### src/include/ccr_map.svh
// Offsets, field positions, reset values and timing counts of the bank
`ifndef CCR_MAP_SVH
`define CCR_MAP_SVH
`define CCR_ADDR_W 11
`define CCR_BASE_ADDR 11'h200
`define CCR_COR_ADDR 11'h200
`define CCR_CCSR_ADDR 11'h202
`define CCR_PRR_ADDR 11'h204
`define CCR_COR_RESET 8'h00
`define CCR_CCSR_RESET 8'h00
`define CCR_PRR_RESET 8'h0c
`define CCR_COR_SOFT_RESET_BIT 7
`define CCR_COR_LEVIRQ 6
`define CCR_CCSR_CHANGED 7
`define CCR_CCSR_STATUS_CHANGE_ENABLE 6
`define CCR_CCSR_IO8 5
`define CCR_CCSR_PWRDN 2
`define CCR_CCSR_INT 1
`define CCR_PRR_CRDY 5
`define CCR_PRR_CWP 4
`define CCR_PRR_RRDY 1
`define CCR_PRR_WP 0
`define CCR_PRR_FIXED 8'h0c
`define CCR_IDX_MEM 6'h00
`define CCR_IDX_CONTIG 6'h01
`define CCR_IDX_PRIMARY 6'h02
`define CCR_IDX_SECONDARY 6'h03
`define CCR_CLK_NS 25
`define CCR_PWR_SETTLE_NS 1000
`define CCR_PWR_SETTLE_CYC ((`CCR_PWR_SETTLE_NS + `CCR_CLK_NS - 1) / `CCR_CLK_NS)
`define CCR_IRQ_PULSE_NS 500
`define CCR_IRQ_PULSE_CYC ((`CCR_IRQ_PULSE_NS + `CCR_CLK_NS - 1) / `CCR_CLK_NS)
`endif

### src/include/ccr_pkg.sv
// Types shared by the configuration bank modules
package ccr_pkg;
    typedef enum logic [4:0] {
        CCR_MODE_MEM = 5'b00001,
        CCR_MODE_CONTIG = 5'b00010,
        CCR_MODE_PRIMARY = 5'b00100,
        CCR_MODE_SECONDARY = 5'b01000,
        CCR_MODE_NONE = 5'b10000
    } ccr_mode_t;
    typedef enum logic [3:0] {
        CCR_PWR_ACTIVE = 4'b0001,
        CCR_PWR_ENTER = 4'b0010,
        CCR_PWR_SAVE = 4'b0100,
        CCR_PWR_WAKE = 4'b1000
    } ccr_pwr_t;
endpackage

### src/include/ccr_if.sv
// Internal carrier between the bank and its decode and power modules
`timescale 1ns/10ps
interface ccr_if;
    logic [5:0] config_index;
    logic [10:0] io_addr;
    ccr_pkg::ccr_mode_t mode;
    logic tf_hit;
    logic [3:0] tf_index;
    logic power_save_request;
    logic power_req_change;
    logic card_reset;
    logic idle;
    logic command;
    logic power_save;
    logic power_busy;
    modport ctrl (output config_index, io_addr, power_save_request,
        power_req_change, card_reset, idle, command,
        input mode, tf_hit, tf_index, power_save, power_busy);
    modport dec (input config_index, io_addr,
        output mode, tf_hit, tf_index);
    modport pwr (input power_save_request, power_req_change, card_reset,
        idle, command, output power_save, power_busy);
endinterface

### src/rtl/ccr_decode.sv
// Mapping mode and task-file address decode from the configuration index
`timescale 1ns/10ps
`include "ccr_map.svh"
module ccr_decode (
    ccr_if.dec bus
);
    function automatic logic in_range(input logic [10:0] a,
        input logic [10:0] lo, input logic [10:0] hi);
        in_range = (a >= lo) && (a <= hi);
    endfunction

    always_comb begin
        bus.tf_hit = 1'b0;
        bus.tf_index = bus.io_addr[3:0];
        case (bus.config_index)
            `CCR_IDX_MEM: begin
                bus.mode = ccr_pkg::CCR_MODE_MEM;
                bus.tf_hit = in_range(bus.io_addr, 11'h000, 11'h00f) ||
                    in_range(bus.io_addr, 11'h400, 11'h7ff);
            end
            `CCR_IDX_CONTIG: begin
                bus.mode = ccr_pkg::CCR_MODE_CONTIG;
                bus.tf_hit = 1'b1;
            end
            `CCR_IDX_PRIMARY: begin
                bus.mode = ccr_pkg::CCR_MODE_PRIMARY;
                if (in_range(bus.io_addr, 11'h1f0, 11'h1f7)) begin
                    bus.tf_hit = 1'b1;
                    bus.tf_index = {1'b0, bus.io_addr[2:0]};
                end else if (in_range(bus.io_addr, 11'h3f6, 11'h3f7)) begin
                    bus.tf_hit = 1'b1;
                    bus.tf_index = {3'h7, bus.io_addr[0]};
                end
            end
            `CCR_IDX_SECONDARY: begin
                bus.mode = ccr_pkg::CCR_MODE_SECONDARY;
                if (in_range(bus.io_addr, 11'h170, 11'h177)) begin
                    bus.tf_hit = 1'b1;
                    bus.tf_index = {1'b0, bus.io_addr[2:0]};
                end else if (in_range(bus.io_addr, 11'h376, 11'h377)) begin
                    bus.tf_hit = 1'b1;
                    bus.tf_index = {3'h7, bus.io_addr[0]};
                end
            end
            default: begin
                bus.mode = ccr_pkg::CCR_MODE_NONE;
            end
        endcase
    end
endmodule // ccr_decode

### src/rtl/ccr_power.sv
// Power-saving state tracker with busy while a transition settles
`timescale 1ns/10ps
`include "ccr_map.svh"
module ccr_power #(
    parameter int SETTLE_CYC = `CCR_PWR_SETTLE_CYC
) (
    // Clock and reset
    input wire logic clock_in,
    input wire logic reset_in,
    // Control
    ccr_if.pwr bus
);
    ccr_pkg::ccr_pwr_t state, next_state;
    logic [15:0] count, next_count;
    logic want_save;

    always_comb begin
        next_state = state;
        next_count = (count != 16'h0000) ? count - 16'h0001 : 16'h0000;
        // Host bit or idle requests saving; a command masks both requests
        want_save = (bus.power_save_request | bus.idle) & ~bus.command;
        case (state)
            ccr_pkg::CCR_PWR_ACTIVE: begin
                if (want_save) begin
                    next_state = ccr_pkg::CCR_PWR_ENTER;
                    next_count = 16'(SETTLE_CYC);
                end
            end
            ccr_pkg::CCR_PWR_ENTER: begin
                if (count == 16'h0001) begin
                    next_state = ccr_pkg::CCR_PWR_SAVE;
                end
            end
            ccr_pkg::CCR_PWR_SAVE: begin
                if (!want_save) begin
                    next_state = ccr_pkg::CCR_PWR_WAKE;
                    next_count = 16'(SETTLE_CYC);
                end
            end
            ccr_pkg::CCR_PWR_WAKE: begin
                if (count == 16'h0001) begin
                    next_state = ccr_pkg::CCR_PWR_ACTIVE;
                end
            end
            default: begin
                next_state = ccr_pkg::CCR_PWR_ACTIVE;
            end
        endcase
        if (bus.card_reset) begin
            next_state = ccr_pkg::CCR_PWR_ACTIVE;
            next_count = 16'h0000;
        end
    end

    always_ff @(posedge clock_in or posedge reset_in) begin
        if (reset_in) begin
            state <= ccr_pkg::CCR_PWR_ACTIVE;
            count <= 16'h0000;
        end else begin
            state <= next_state;
            count <= next_count;
        end
    end

    assign bus.power_save = (state == ccr_pkg::CCR_PWR_SAVE);
    // Busy while settling or in the cycle the request bit changes
    assign bus.power_busy = (state == ccr_pkg::CCR_PWR_ENTER) ||
        (state == ccr_pkg::CCR_PWR_WAKE) || bus.power_req_change;
endmodule // ccr_power

### src/rtl/ccr_bank.sv
// Card configuration register bank reached through attribute memory
`timescale 1ns/10ps
`include "ccr_map.svh"
module ccr_bank #(
    parameter int SETTLE_CYC = `CCR_PWR_SETTLE_CYC,
    parameter int IRQ_PULSE_CYC = `CCR_IRQ_PULSE_CYC
) (
    // Clock and reset
    input wire logic clock_in,
    input wire logic reset_in,
    // Attribute memory access
    input wire logic reg_select_n_in,
    input wire logic card_enable_n_in,
    input wire logic output_enable_n_in,
    input wire logic write_enable_n_in,
    input wire logic [10:0] addr_in,
    input wire logic [7:0] data_in,
    output logic [7:0] data_out,
    output logic data_oe_out,
    // Card core status
    input wire logic ready_in,
    input wire logic irq_request_in,
    input wire logic irq_disable_bit_in,
    input wire logic idle_in,
    input wire logic command_in,
    // Task-file decode
    input wire logic [10:0] io_addr_in,
    output logic taskfile_hit_out,
    output logic [3:0] taskfile_index_out,
    output logic io_mode_out,
    // Card control and host lines
    output logic card_reset_out,
    output logic power_save_out,
    output logic status_change_line_n_out,
    output logic host_irq_line_n_out
);
    ccr_if link ();

    // Register state
    logic soft_reset_bit, next_soft_reset_bit;
    logic level_irq_select, next_level_irq_select;
    logic [5:0] config_index, next_config_index;
    logic status_change_enable, next_status_change_enable;
    logic byte_io_request, next_byte_io_request;
    logic power_save_request, next_power_save_request;
    logic ready_changed, next_ready_changed;
    logic write_protect_changed, next_write_protect_changed;
    logic ready_state_q, next_ready_state_q;
    logic we_n_q, next_we_n_q;
    logic power_req_change, next_power_req_change;
    // Output state
    logic [7:0] next_data_out;
    logic next_data_oe_out;
    logic next_taskfile_hit_out;
    logic [3:0] next_taskfile_index_out;
    logic next_io_mode_out;
    logic next_card_reset_out;
    logic next_power_save_out;
    logic next_status_change_line_n_out;
    logic next_host_irq_line_n_out;
    logic irq_q, next_irq_q;
    logic [15:0] pulse_count, next_pulse_count;
    // Derived
    logic io_mode;
    logic ready_state;
    logic write_protect_state;
    logic changed;
    logic irq_pending;
    logic [7:0] cor_rd, ccsr_rd, prr_rd;
    logic wr_strobe;
    logic [1:0] wr_sel;
    logic wr_hit;
    logic [2:0] reg_sel;

    // Attribute register select: returns index and hit for an address
    function automatic logic [2:0] reg_decode(input logic [10:0] a);
        reg_decode = 3'b000;
        if (a == `CCR_COR_ADDR) begin
            reg_decode = 3'b100;
        end else if (a == `CCR_CCSR_ADDR) begin
            reg_decode = 3'b101;
        end else if (a == `CCR_PRR_ADDR) begin
            reg_decode = 3'b110;
        end
    endfunction

    ccr_decode u_decode (
        .bus(link.dec)
    );

    ccr_power #(
        .SETTLE_CYC(SETTLE_CYC)
    ) u_power (
        .clock_in(clock_in),
        .reset_in(reset_in),
        .bus(link.pwr)
    );

    assign link.config_index = config_index;
    assign link.io_addr = io_addr_in;
    assign link.power_save_request = power_save_request;
    assign link.power_req_change = power_req_change;
    assign link.card_reset = soft_reset_bit;
    assign link.idle = idle_in;
    assign link.command = command_in;

    // Status derived from mode and core
    always_comb begin
        io_mode = (link.mode != ccr_pkg::CCR_MODE_MEM) &&
            (link.mode != ccr_pkg::CCR_MODE_NONE);
        irq_pending = irq_request_in & ~irq_disable_bit_in;
        ready_state = io_mode ? irq_pending :
            (ready_in & ~link.power_busy);
        write_protect_state = 1'b0;
        changed = ready_changed | write_protect_changed;
        cor_rd = {soft_reset_bit, level_irq_select, config_index};
        ccsr_rd = {changed, status_change_enable, byte_io_request, 2'b00,
            power_save_request, irq_pending, 1'b0};
        prr_rd = `CCR_PRR_FIXED | {2'b00, ready_changed,
            write_protect_changed, 2'b00, ready_state,
            write_protect_state};
    end

    // Write taken as write enable rises on an even selected byte
    always_comb begin
        reg_sel = reg_decode(addr_in);
        wr_strobe = ~we_n_q & write_enable_n_in & ~reg_select_n_in &
            ~card_enable_n_in & ~addr_in[0];
        wr_hit = wr_strobe & reg_sel[2];
        wr_sel = reg_sel[1:0];
    end

    // Register next values
    always_comb begin
        next_soft_reset_bit = soft_reset_bit;
        next_level_irq_select = level_irq_select;
        next_config_index = config_index;
        next_status_change_enable = status_change_enable;
        next_byte_io_request = byte_io_request;
        next_power_save_request = power_save_request;
        next_ready_changed = ready_changed;
        next_write_protect_changed = write_protect_changed;
        next_ready_state_q = ready_state;
        next_we_n_q = write_enable_n_in;
        next_power_req_change = 1'b0;
        if (wr_hit) begin
            case (wr_sel)
                2'b00: begin
                    next_soft_reset_bit = data_in[`CCR_COR_SOFT_RESET_BIT];
                    next_level_irq_select = data_in[`CCR_COR_LEVIRQ];
                    next_config_index = data_in[5:0];
                end
                2'b01: begin
                    next_status_change_enable =
                        data_in[`CCR_CCSR_STATUS_CHANGE_ENABLE];
                    next_byte_io_request = data_in[`CCR_CCSR_IO8];
                    next_power_save_request = data_in[`CCR_CCSR_PWRDN];
                    next_power_req_change = data_in[`CCR_CCSR_PWRDN] !=
                        power_save_request;
                end
                2'b10: begin
                    if (data_in[`CCR_PRR_RRDY]) begin
                        next_ready_changed = data_in[`CCR_PRR_CRDY];
                    end
                    if (data_in[`CCR_PRR_WP]) begin
                        next_write_protect_changed =
                            data_in[`CCR_PRR_CWP];
                    end
                end
                default: begin
                end
            endcase
        end
        // Hardware events win over a host clear in the same cycle
        if (ready_state != ready_state_q) begin
            next_ready_changed = 1'b1;
        end
        if (write_protect_state != 1'b0) begin
            next_write_protect_changed = 1'b1;
        end
        // Soft reset holds everything but itself, ready_state_q and we_n_q at reset values
        if (soft_reset_bit) begin
            next_level_irq_select = 1'b0;
            next_config_index = `CCR_IDX_MEM;
            next_status_change_enable = 1'b0;
            next_byte_io_request = 1'b0;
            next_power_save_request = 1'b0;
            next_power_req_change = 1'b0;
            next_ready_changed = 1'b0;
            next_write_protect_changed = 1'b0;
        end
    end

    always_ff @(posedge clock_in or posedge reset_in) begin
        if (reset_in) begin
            soft_reset_bit <= 1'b0;
            level_irq_select <= 1'b0;
            config_index <= 6'h00;
            status_change_enable <= 1'b0;
            byte_io_request <= 1'b0;
            power_save_request <= 1'b0;
            ready_changed <= 1'b0;
            write_protect_changed <= 1'b0;
            ready_state_q <= 1'b0;
            we_n_q <= 1'b1;
            power_req_change <= 1'b0;
        end else begin
            soft_reset_bit <= next_soft_reset_bit;
            level_irq_select <= next_level_irq_select;
            config_index <= next_config_index;
            status_change_enable <= next_status_change_enable;
            byte_io_request <= next_byte_io_request;
            power_save_request <= next_power_save_request;
            ready_changed <= next_ready_changed;
            write_protect_changed <= next_write_protect_changed;
            ready_state_q <= next_ready_state_q;
            we_n_q <= next_we_n_q;
            power_req_change <= next_power_req_change;
        end
    end

    // Output next values
    always_comb begin
        next_data_out = 8'h00;
        next_data_oe_out = 1'b0;
        if (~reg_select_n_in & ~card_enable_n_in & ~output_enable_n_in &
            write_enable_n_in & ~addr_in[0] &
            reg_sel[2]) begin
            next_data_oe_out = 1'b1;
            case (reg_sel[1:0])
                2'b00: next_data_out = cor_rd;
                2'b01: next_data_out = ccsr_rd;
                2'b10: next_data_out = prr_rd;
                default: next_data_out = 8'h00;
            endcase
        end
        next_taskfile_hit_out = link.tf_hit;
        next_taskfile_index_out = link.tf_index;
        next_io_mode_out = io_mode;
        next_card_reset_out = soft_reset_bit;
        next_power_save_out = link.power_save;
        next_status_change_line_n_out = 1'b1;
        if (io_mode && status_change_enable && changed) begin
            next_status_change_line_n_out = 1'b0;
        end
        next_irq_q = irq_pending;
        next_pulse_count = (pulse_count != 16'h0000) ?
            pulse_count - 16'h0001 : 16'h0000;
        if (irq_pending && !irq_q) begin
            next_pulse_count = 16'(IRQ_PULSE_CYC);
        end
        next_host_irq_line_n_out = 1'b1;
        if (io_mode) begin
            next_host_irq_line_n_out = level_irq_select ? ~irq_pending :
                (next_pulse_count == 16'h0000);
        end
    end

    always_ff @(posedge clock_in or posedge reset_in) begin
        if (reset_in) begin
            data_out <= 8'h00;
            data_oe_out <= 1'b0;
            taskfile_hit_out <= 1'b0;
            taskfile_index_out <= 4'h0;
            io_mode_out <= 1'b0;
            card_reset_out <= 1'b0;
            power_save_out <= 1'b0;
            status_change_line_n_out <= 1'b1;
            host_irq_line_n_out <= 1'b1;
            irq_q <= 1'b0;
            pulse_count <= 16'h0000;
        end else begin
            data_out <= next_data_out;
            data_oe_out <= next_data_oe_out;
            taskfile_hit_out <= next_taskfile_hit_out;
            taskfile_index_out <= next_taskfile_index_out;
            io_mode_out <= next_io_mode_out;
            card_reset_out <= next_card_reset_out;
            power_save_out <= next_power_save_out;
            status_change_line_n_out <= next_status_change_line_n_out;
            host_irq_line_n_out <= next_host_irq_line_n_out;
            irq_q <= next_irq_q;
            pulse_count <= next_pulse_count;
        end
    end
endmodule // ccr_bank

### config.mk
export PLATFORM = sky130hd
export DESIGN_NAME = ccr_bank
export DESIGN_NICKNAME = d
export VERILOG_FILES = /design/src/include/ccr_pkg.sv /design/src/include/ccr_if.sv /design/src/rtl/ccr_decode.sv /design/src/rtl/ccr_power.sv /design/src/rtl/ccr_bank.sv
export VERILOG_INCLUDE_DIRS = /design/src /design/src/include
export SDC_FILE = /design/constraint.sdc
export NUM_CORES = 1
export LEC_CHECK = 0
export BUFFER_PORTS_ARGS = -buffer_cell sky130_fd_sc_hd__buf_4
export CAP_MARGIN = 30
export CORE_MARGIN = 2
export CORE_UTILIZATION = 40
export DETAILED_ROUTE_END_ITERATION = 7
export SLEW_MARGIN = 20
export SYNTH_ARGS = -nofsm -noshare
export SYNTH_HDL_FRONTEND = slang
export SYNTH_HIERARCHICAL = 1
export SYNTH_SLANG_ARGS = --single-unit
### constraint.sdc
create_clock -name clock_in -period 6.25 [get_ports clock_in]
set_input_delay 0.625 -clock clock_in [delete_from_list [all_inputs] [get_ports clock_in]]
set_output_delay 0.625 -clock clock_in [all_outputs]
set_load 0.005 [all_outputs]
Yosys cells after proc, flatten, opt, wreduce, memory -nomap -nowiden:

Index checks and enable logic that the tools add are counted.

* register bits after elaboration: 72
* bits in latches: 0
* RAM bits: 0
* bits in read-only memories: 0
* bits of input ports: 41
* output and inout bits: 19
* word-level logic and storage cells: 177
* memories kept: 0

* add/sub/neg operators: 2
* multiply operators: 0
* div/mod/pow operators: 0
* $lt $le $gt $ge: 12
* equal/unequal tests: 21
* shifts and indexed selects: 0
* multiplexer cells: 61
* bitwise operators: 24
* reduce and logical (&&, ||, !) cells: 33

Operator list (number)
* $mux W16: 6
* $mux W4: 9
* $eq A11 B10 Y1 const B: 3
* $mux W1: 33
* $pmux W16 S2: 1
* $reduce_bool A16 Y1: 2
* $sub A16 B1 Y16 const B: 2
* $pmux W8 S3: 1
* $ge A11 B10 Y1 const B: 2
* $ge A11 B9 Y1 const B: 2
* $le A11 B10 Y1 const B: 2
* $le A11 B9 Y1 const B: 2
* $pmux W5 S4: 1
* $mux W6: 3
* $eq A16 B1 Y1 const B: 1
* $logic_not A16 Y1: 1
* $pmux W4 S4: 1
* $and A1 B1 Y1: 13
* $eq A6 B2 Y1 const B: 2
* $ge A11 B1 Y1 const B: 1
* $ge A11 B11 Y1 const B: 1
* $le A11 B11 Y1 const B: 1
* $le A11 B4 Y1 const B: 1
* $logic_and A1 B1 Y1: 10
* other kinds (27): 52

Longest topological paths before layout:

* depth after elaboration: 9
* mapped depth: 10

Modules after synthesis:

The synthesis kept the hierarchy.

By module, submodules not included
* ccr_bank: times used 1, cells each 218, area an instance 2363.5 µm², seq. area each 1305.0 µm²
* ccr_power: times used 1, cells each 117, area an instance 1094.8 µm², seq. area each 501.7 µm²
* ccr_decode: times used 1, cells each 25, area an instance 180.2 µm², seq. area each 0.0 µm²

Least setup slack after synthesis:

No wires, ideal clock.

* kind: reg-to-reg
* start: register pulse_count[0]
* end: register pulse_count[10]
* arrival: 2124 ps
* required time: 6131 ps
* path slack: 4007 ps
* stages on the path, launching flop included: 11
* path buffers: 3
* path through: dfrtp_1 inv_1 ha_1 or4b_1 buf_2 nor4_4 and2b_1 or2_2 buf_6 buf_6 nor2_1

* longest elaborated chain between the ends: 3

Ends and longest elaborated chain
* from (decl): line ccr_bank.sv:62 `logic [15:0] pulse_count, next_pulse_count;`
* from (signal assigned): line ccr_bank.sv:283 `pulse_count <= next_pulse_count;`
* $sub A16 B1 Y16 / $reduce_bool A16 Y1 (equally long branches): line ccr_bank.sv:248, ccr_bank.sv:247
* $mux W16 *: line ccr_bank.sv:247 `next_pulse_count = (pulse_count != 16'h0000) ?`
* $mux W16 *: line ccr_bank.sv:249 `if (irq_pending && !irq_q) begin`
* named net next_pulse_count[10]: line ccr_bank.sv:62

The timed path passes the listed nets; every way through them passes the cells marked *.
A chain may end at the register's enable or synchronous reset.

Final worst setup path:

* start: register pulse_count[0]
* end: register host_irq_line_n_out

* longest elaborated chain between the ends: 6

Ends and longest elaborated chain
* $sub A16 B1 Y16 / $reduce_bool A16 Y1 (equally long branches): line ccr_bank.sv:248, ccr_bank.sv:247
* $mux W16 *: line ccr_bank.sv:247
* $mux W16 *: line ccr_bank.sv:249
* $logic_not A16 Y1 *: line ccr_bank.sv:255 `(next_pulse_count == 16'h0000);`
* $mux W1 *: line ccr_bank.sv:254 `next_host_irq_line_n_out = level_irq_select ? ~irq_pending :`
* $mux W1 *: line ccr_bank.sv:253 `if (io_mode) begin`
* named net next_host_irq_line_n_out: line ccr_bank.sv:60 `logic next_host_irq_line_n_out;`
* to (signal assigned): line ccr_bank.sv:281 `host_irq_line_n_out <= next_host_irq_line_n_out;`
* to (decl): line ccr_bank.sv:35 `output logic host_irq_line_n_out`

Marks and branches as above.

==> flow_summary.toml <==
[clock_tree]
root_buffer = "clkbuf_8"
cts_setup_buffers = 0
cts-resized-gates = 0
path_clk_slew_ns = 0.08
cts_inserted_buffers = 9
clock_sinks = 72
cts_tree = "done"
cts_hold_buf = 0
h-tree-depth = 3
clockBufferDepth = 2
clk_latency_ns = 0.35

[sta]
period_minus_slack_ns = 2.632
rsz0062_at_grt = "no"
timing_hold_violations_final = 0
slew-limit-headroom_pct = 47.43
skew_ns = 0.01083
worst_slack_ns = 3.618
setup-tns-final_ns = 0
tightest_slew_ns = 0.7886
period_share_pct = 42.12
fmax_mhz = 379.9
finalSetupViolations = 0
slew_violations = 0

[power]
cellPowerDensity_nw_per_um2 = 375.5
total_power_mw = 1.645
power.leakage_nw = 2.032
ir_drop_mv = 0.1995

[grt]
antenna_found_initial = 0
grt_overflow = 0
grt_pass1_vias = 2786
gr-usage-all-layers_pct = 17.02
grt_max_degree = 53
grt_pass1_wl_um = 13450

[final_layout]
drive_above_1_share_pct = 22.70
synthToLayoutAreaGrowth_pct = 20.39
fin_cells = 531
n_antenna_cell = 0
nNetsFinal = 464

[die]
die-height_um = 99.38
start_util_pct = 41.52
rows = 34
dieArea_um2 = 9875
core_um2 = 8763
die_x_um = 99.38
io_pins = 60

[worst_setup_path]
required_ns = 6.52
critPathArrivalTime_ns = 2.91
cp-endpoint = "host_irq_line_n_out$_DFF_PP1_"
reg2reg_to = "host_irq_line_n_out$_DFF_PP1_"
end_kind = "flop"
crit_start = "pulse_count[0]$_DFF_PP0_"
r2r_cells = 8
critPathLaunchType = "flop"
path_class = "flop to flop"
reg2reg_slack_ns = 3.62
crit_fanout = 14
r2r-start = "pulse_count[0]$_DFF_PP0_"

[synth]
synth_top_cell_area_share_pct = 46.77
synth_area_leaders = "dfrtp_1 (47%), nor2_1 (6.8%), xnor2_1 (4.8%), mux2i_1 (3.9%), dfstp_2 (2.9%)"
ys_warn_count = 6
synth_edf_count = 0
netlist_instances = 360
synth_area_leader_cell = "dfrtp_1"
synth_ff_type = "dfrtp_1"
synthArstFlopShare_pct = 100.0
synth_cell_types = 62
synth-seq-cells = 72
ys_seq_area_share_pct = 49.66
synth.net_count = 405
syn_area_per_cell_um2 = 10.11
netlist_area_um2 = 3638

[run]
drv_cap = 0

[drt]
drt_wl_total_um = 7786
drtIter0Drc = 96
ant_nets = 0
vias = 2813
vias_per_cell = 5.298
dr.pass1.iters = 4
avgRoutedWirePerCell_um = 14.66
drcViolationCount = 0

[place]
gp_congestion = 0.8146
placed_cells = 514
hpwlAfterDp_um = 5462
io_buffer_count = 59
place_ws_ns = 3.333

[min_path]
hp-class = "primary input to flop"

[run_status]
outcome = "complete, no violations"
worst max-delay path, stage by stage, from the launching register on:
cell and delay [ns]:
dfrtp_1 0.41, inv_1 0.09, ha_1 0.25, or4b_1 0.65, nor4_4 0.39, and2b_1 0.22, or2_2 0.30, a31oi_1 0.10
o211ai_2 0.15
where the power goes:
part	internal (mW)	leakage [nW]	switching (mW)	total, mW
combinational	0.252	0.978	0.271	0.523
sequential	0.573	0.941	0.136	0.709
clock	0.244	0.112	0.169	0.413
state kept, by name, summed over array words and instances, names as in the netlist, 4 cells and up:
name,count
taskfile_index_out,4
pulse_count,16
u_power/state,4
u_power/count,16
data_out,8
config_index,6
cell type report:
cell class	count	area, um^2
fillers	822	4383
flip-flops and latches	72	1807
multi-input cells	263	1714
repair buffers	62	462.9
clock buffers	12	155.1
well taps	108	135.1
clock inverters	3	65.06
inverters	11	41.29
routing by layer:
metal	vias to the layer above	track usage, %	part of all wire (%)
met5	-	0	0
met2	53	25.62	46
met3	13	3.092	3.4
li1	1385	-	-
met1	1362	23.62	48
met4	0	8.535	1.9
worst min-delay path by stage:
stage                                startpoint                            endpoint  slack (ns)  cells after the start
4_1_cts                           io_addr_in[0]     taskfile_index_out[0]$_DFF_PP0_        0.36                      1
5_1_grt                           io_addr_in[0]     taskfile_index_out[0]$_DFF_PP0_        0.35                      1
2_1_floorplan  status_change_enable$_DFFE_PP0P_  status_change_line_n_out$_DFF_PP1_        0.43                      1
6_report                          io_addr_in[0]     taskfile_index_out[0]$_DFF_PP0_        0.38                      1
3_5_place_dp           pulse_count[0]$_DFF_PP0_            pulse_count[0]$_DFF_PP0_        0.47                      1
3_3_place_gp           pulse_count[0]$_DFF_PP0_            pulse_count[0]$_DFF_PP0_        0.46                      1
synthesized netlist by cell type (4+ instances only):
library cell  count
dfrtp_1          68
nor2_1           66
xnor2_1          20
nand2_1          18
nor3_1           15
mux2i_1          14
a21oi_1          10
inv_1            10
xor2_1            9
nor4_1            8
clkbuf_1          7
or4_1             7
nand2b_1          6
a22oi_1           5
nand4_1           5
nand4b_1          5
o21ai_0           5
or3_1             5
buf_2             4
dfstp_2           4
ha_1              4
nand3b_1          4
nor4b_1           4
o22ai_1           4
placed cells by master, fill, tap and decap left out, types with 5 or more instances in the layout:
master / Yosys / layout
dfrtp_1: 68 / 68
nor2_1: 66 / 66
buf_4: 1 / 61
xnor2_1: 20 / 20
nand2_1: 18 / 18
nor3_1: 15 / 15
mux2i_1: 14 / 14
clkbuf_8: 0 / 11
a21oi_1: 10 / 10
inv_1: 10 / 9
xor2_1: 9 / 9
nor4_1: 8 / 8
or4_1: 7 / 7
nand2b_1: 6 / 6
or3_1: 5 / 5
nand4_1: 5 / 5
a22oi_1: 5 / 5
o21ai_0: 5 / 5
nand4b_1: 5 / 5
kinds of logic (layout without fill, tap and decap cells):
| kind of cell | after synthesis | after routing | share of synthesized area [%] |
|---|---|---|---|
| AO/OA/AOI/OAI | 46 | 46 | 9.216 |
| XOR/XNOR | 29 | 29 | 6.981 |
| adder cells (fa/ha/maj) | 4 | 4 | 1.376 |
| buffers and inverters | 25 | 88 | 3.233 |
| flip-flops | 72 | 72 | 49.66 |
| multiplexers | 16 | 16 | 4.470 |
| AND/OR/NAND/NOR | 168 | 168 | 25.07 |
stage by stage:
stage / utilization, % / instance area, um^2 / hold WS (ns)
6_report: 49.99 / 4380 / 0.3789
4_1_cts: 49.84 / 4368 / 0.3604
2_1_floorplan: - / 3638 / 0.4304
5_1_grt: 49.99 / 4380 / 0.3513
3_5_place_dp: 47.33 / 4148 / 0.4712
3_3_place_gp: 47.33 / 4148 / 0.4579
No activity file was read; power rests on OpenSTA's default activity.
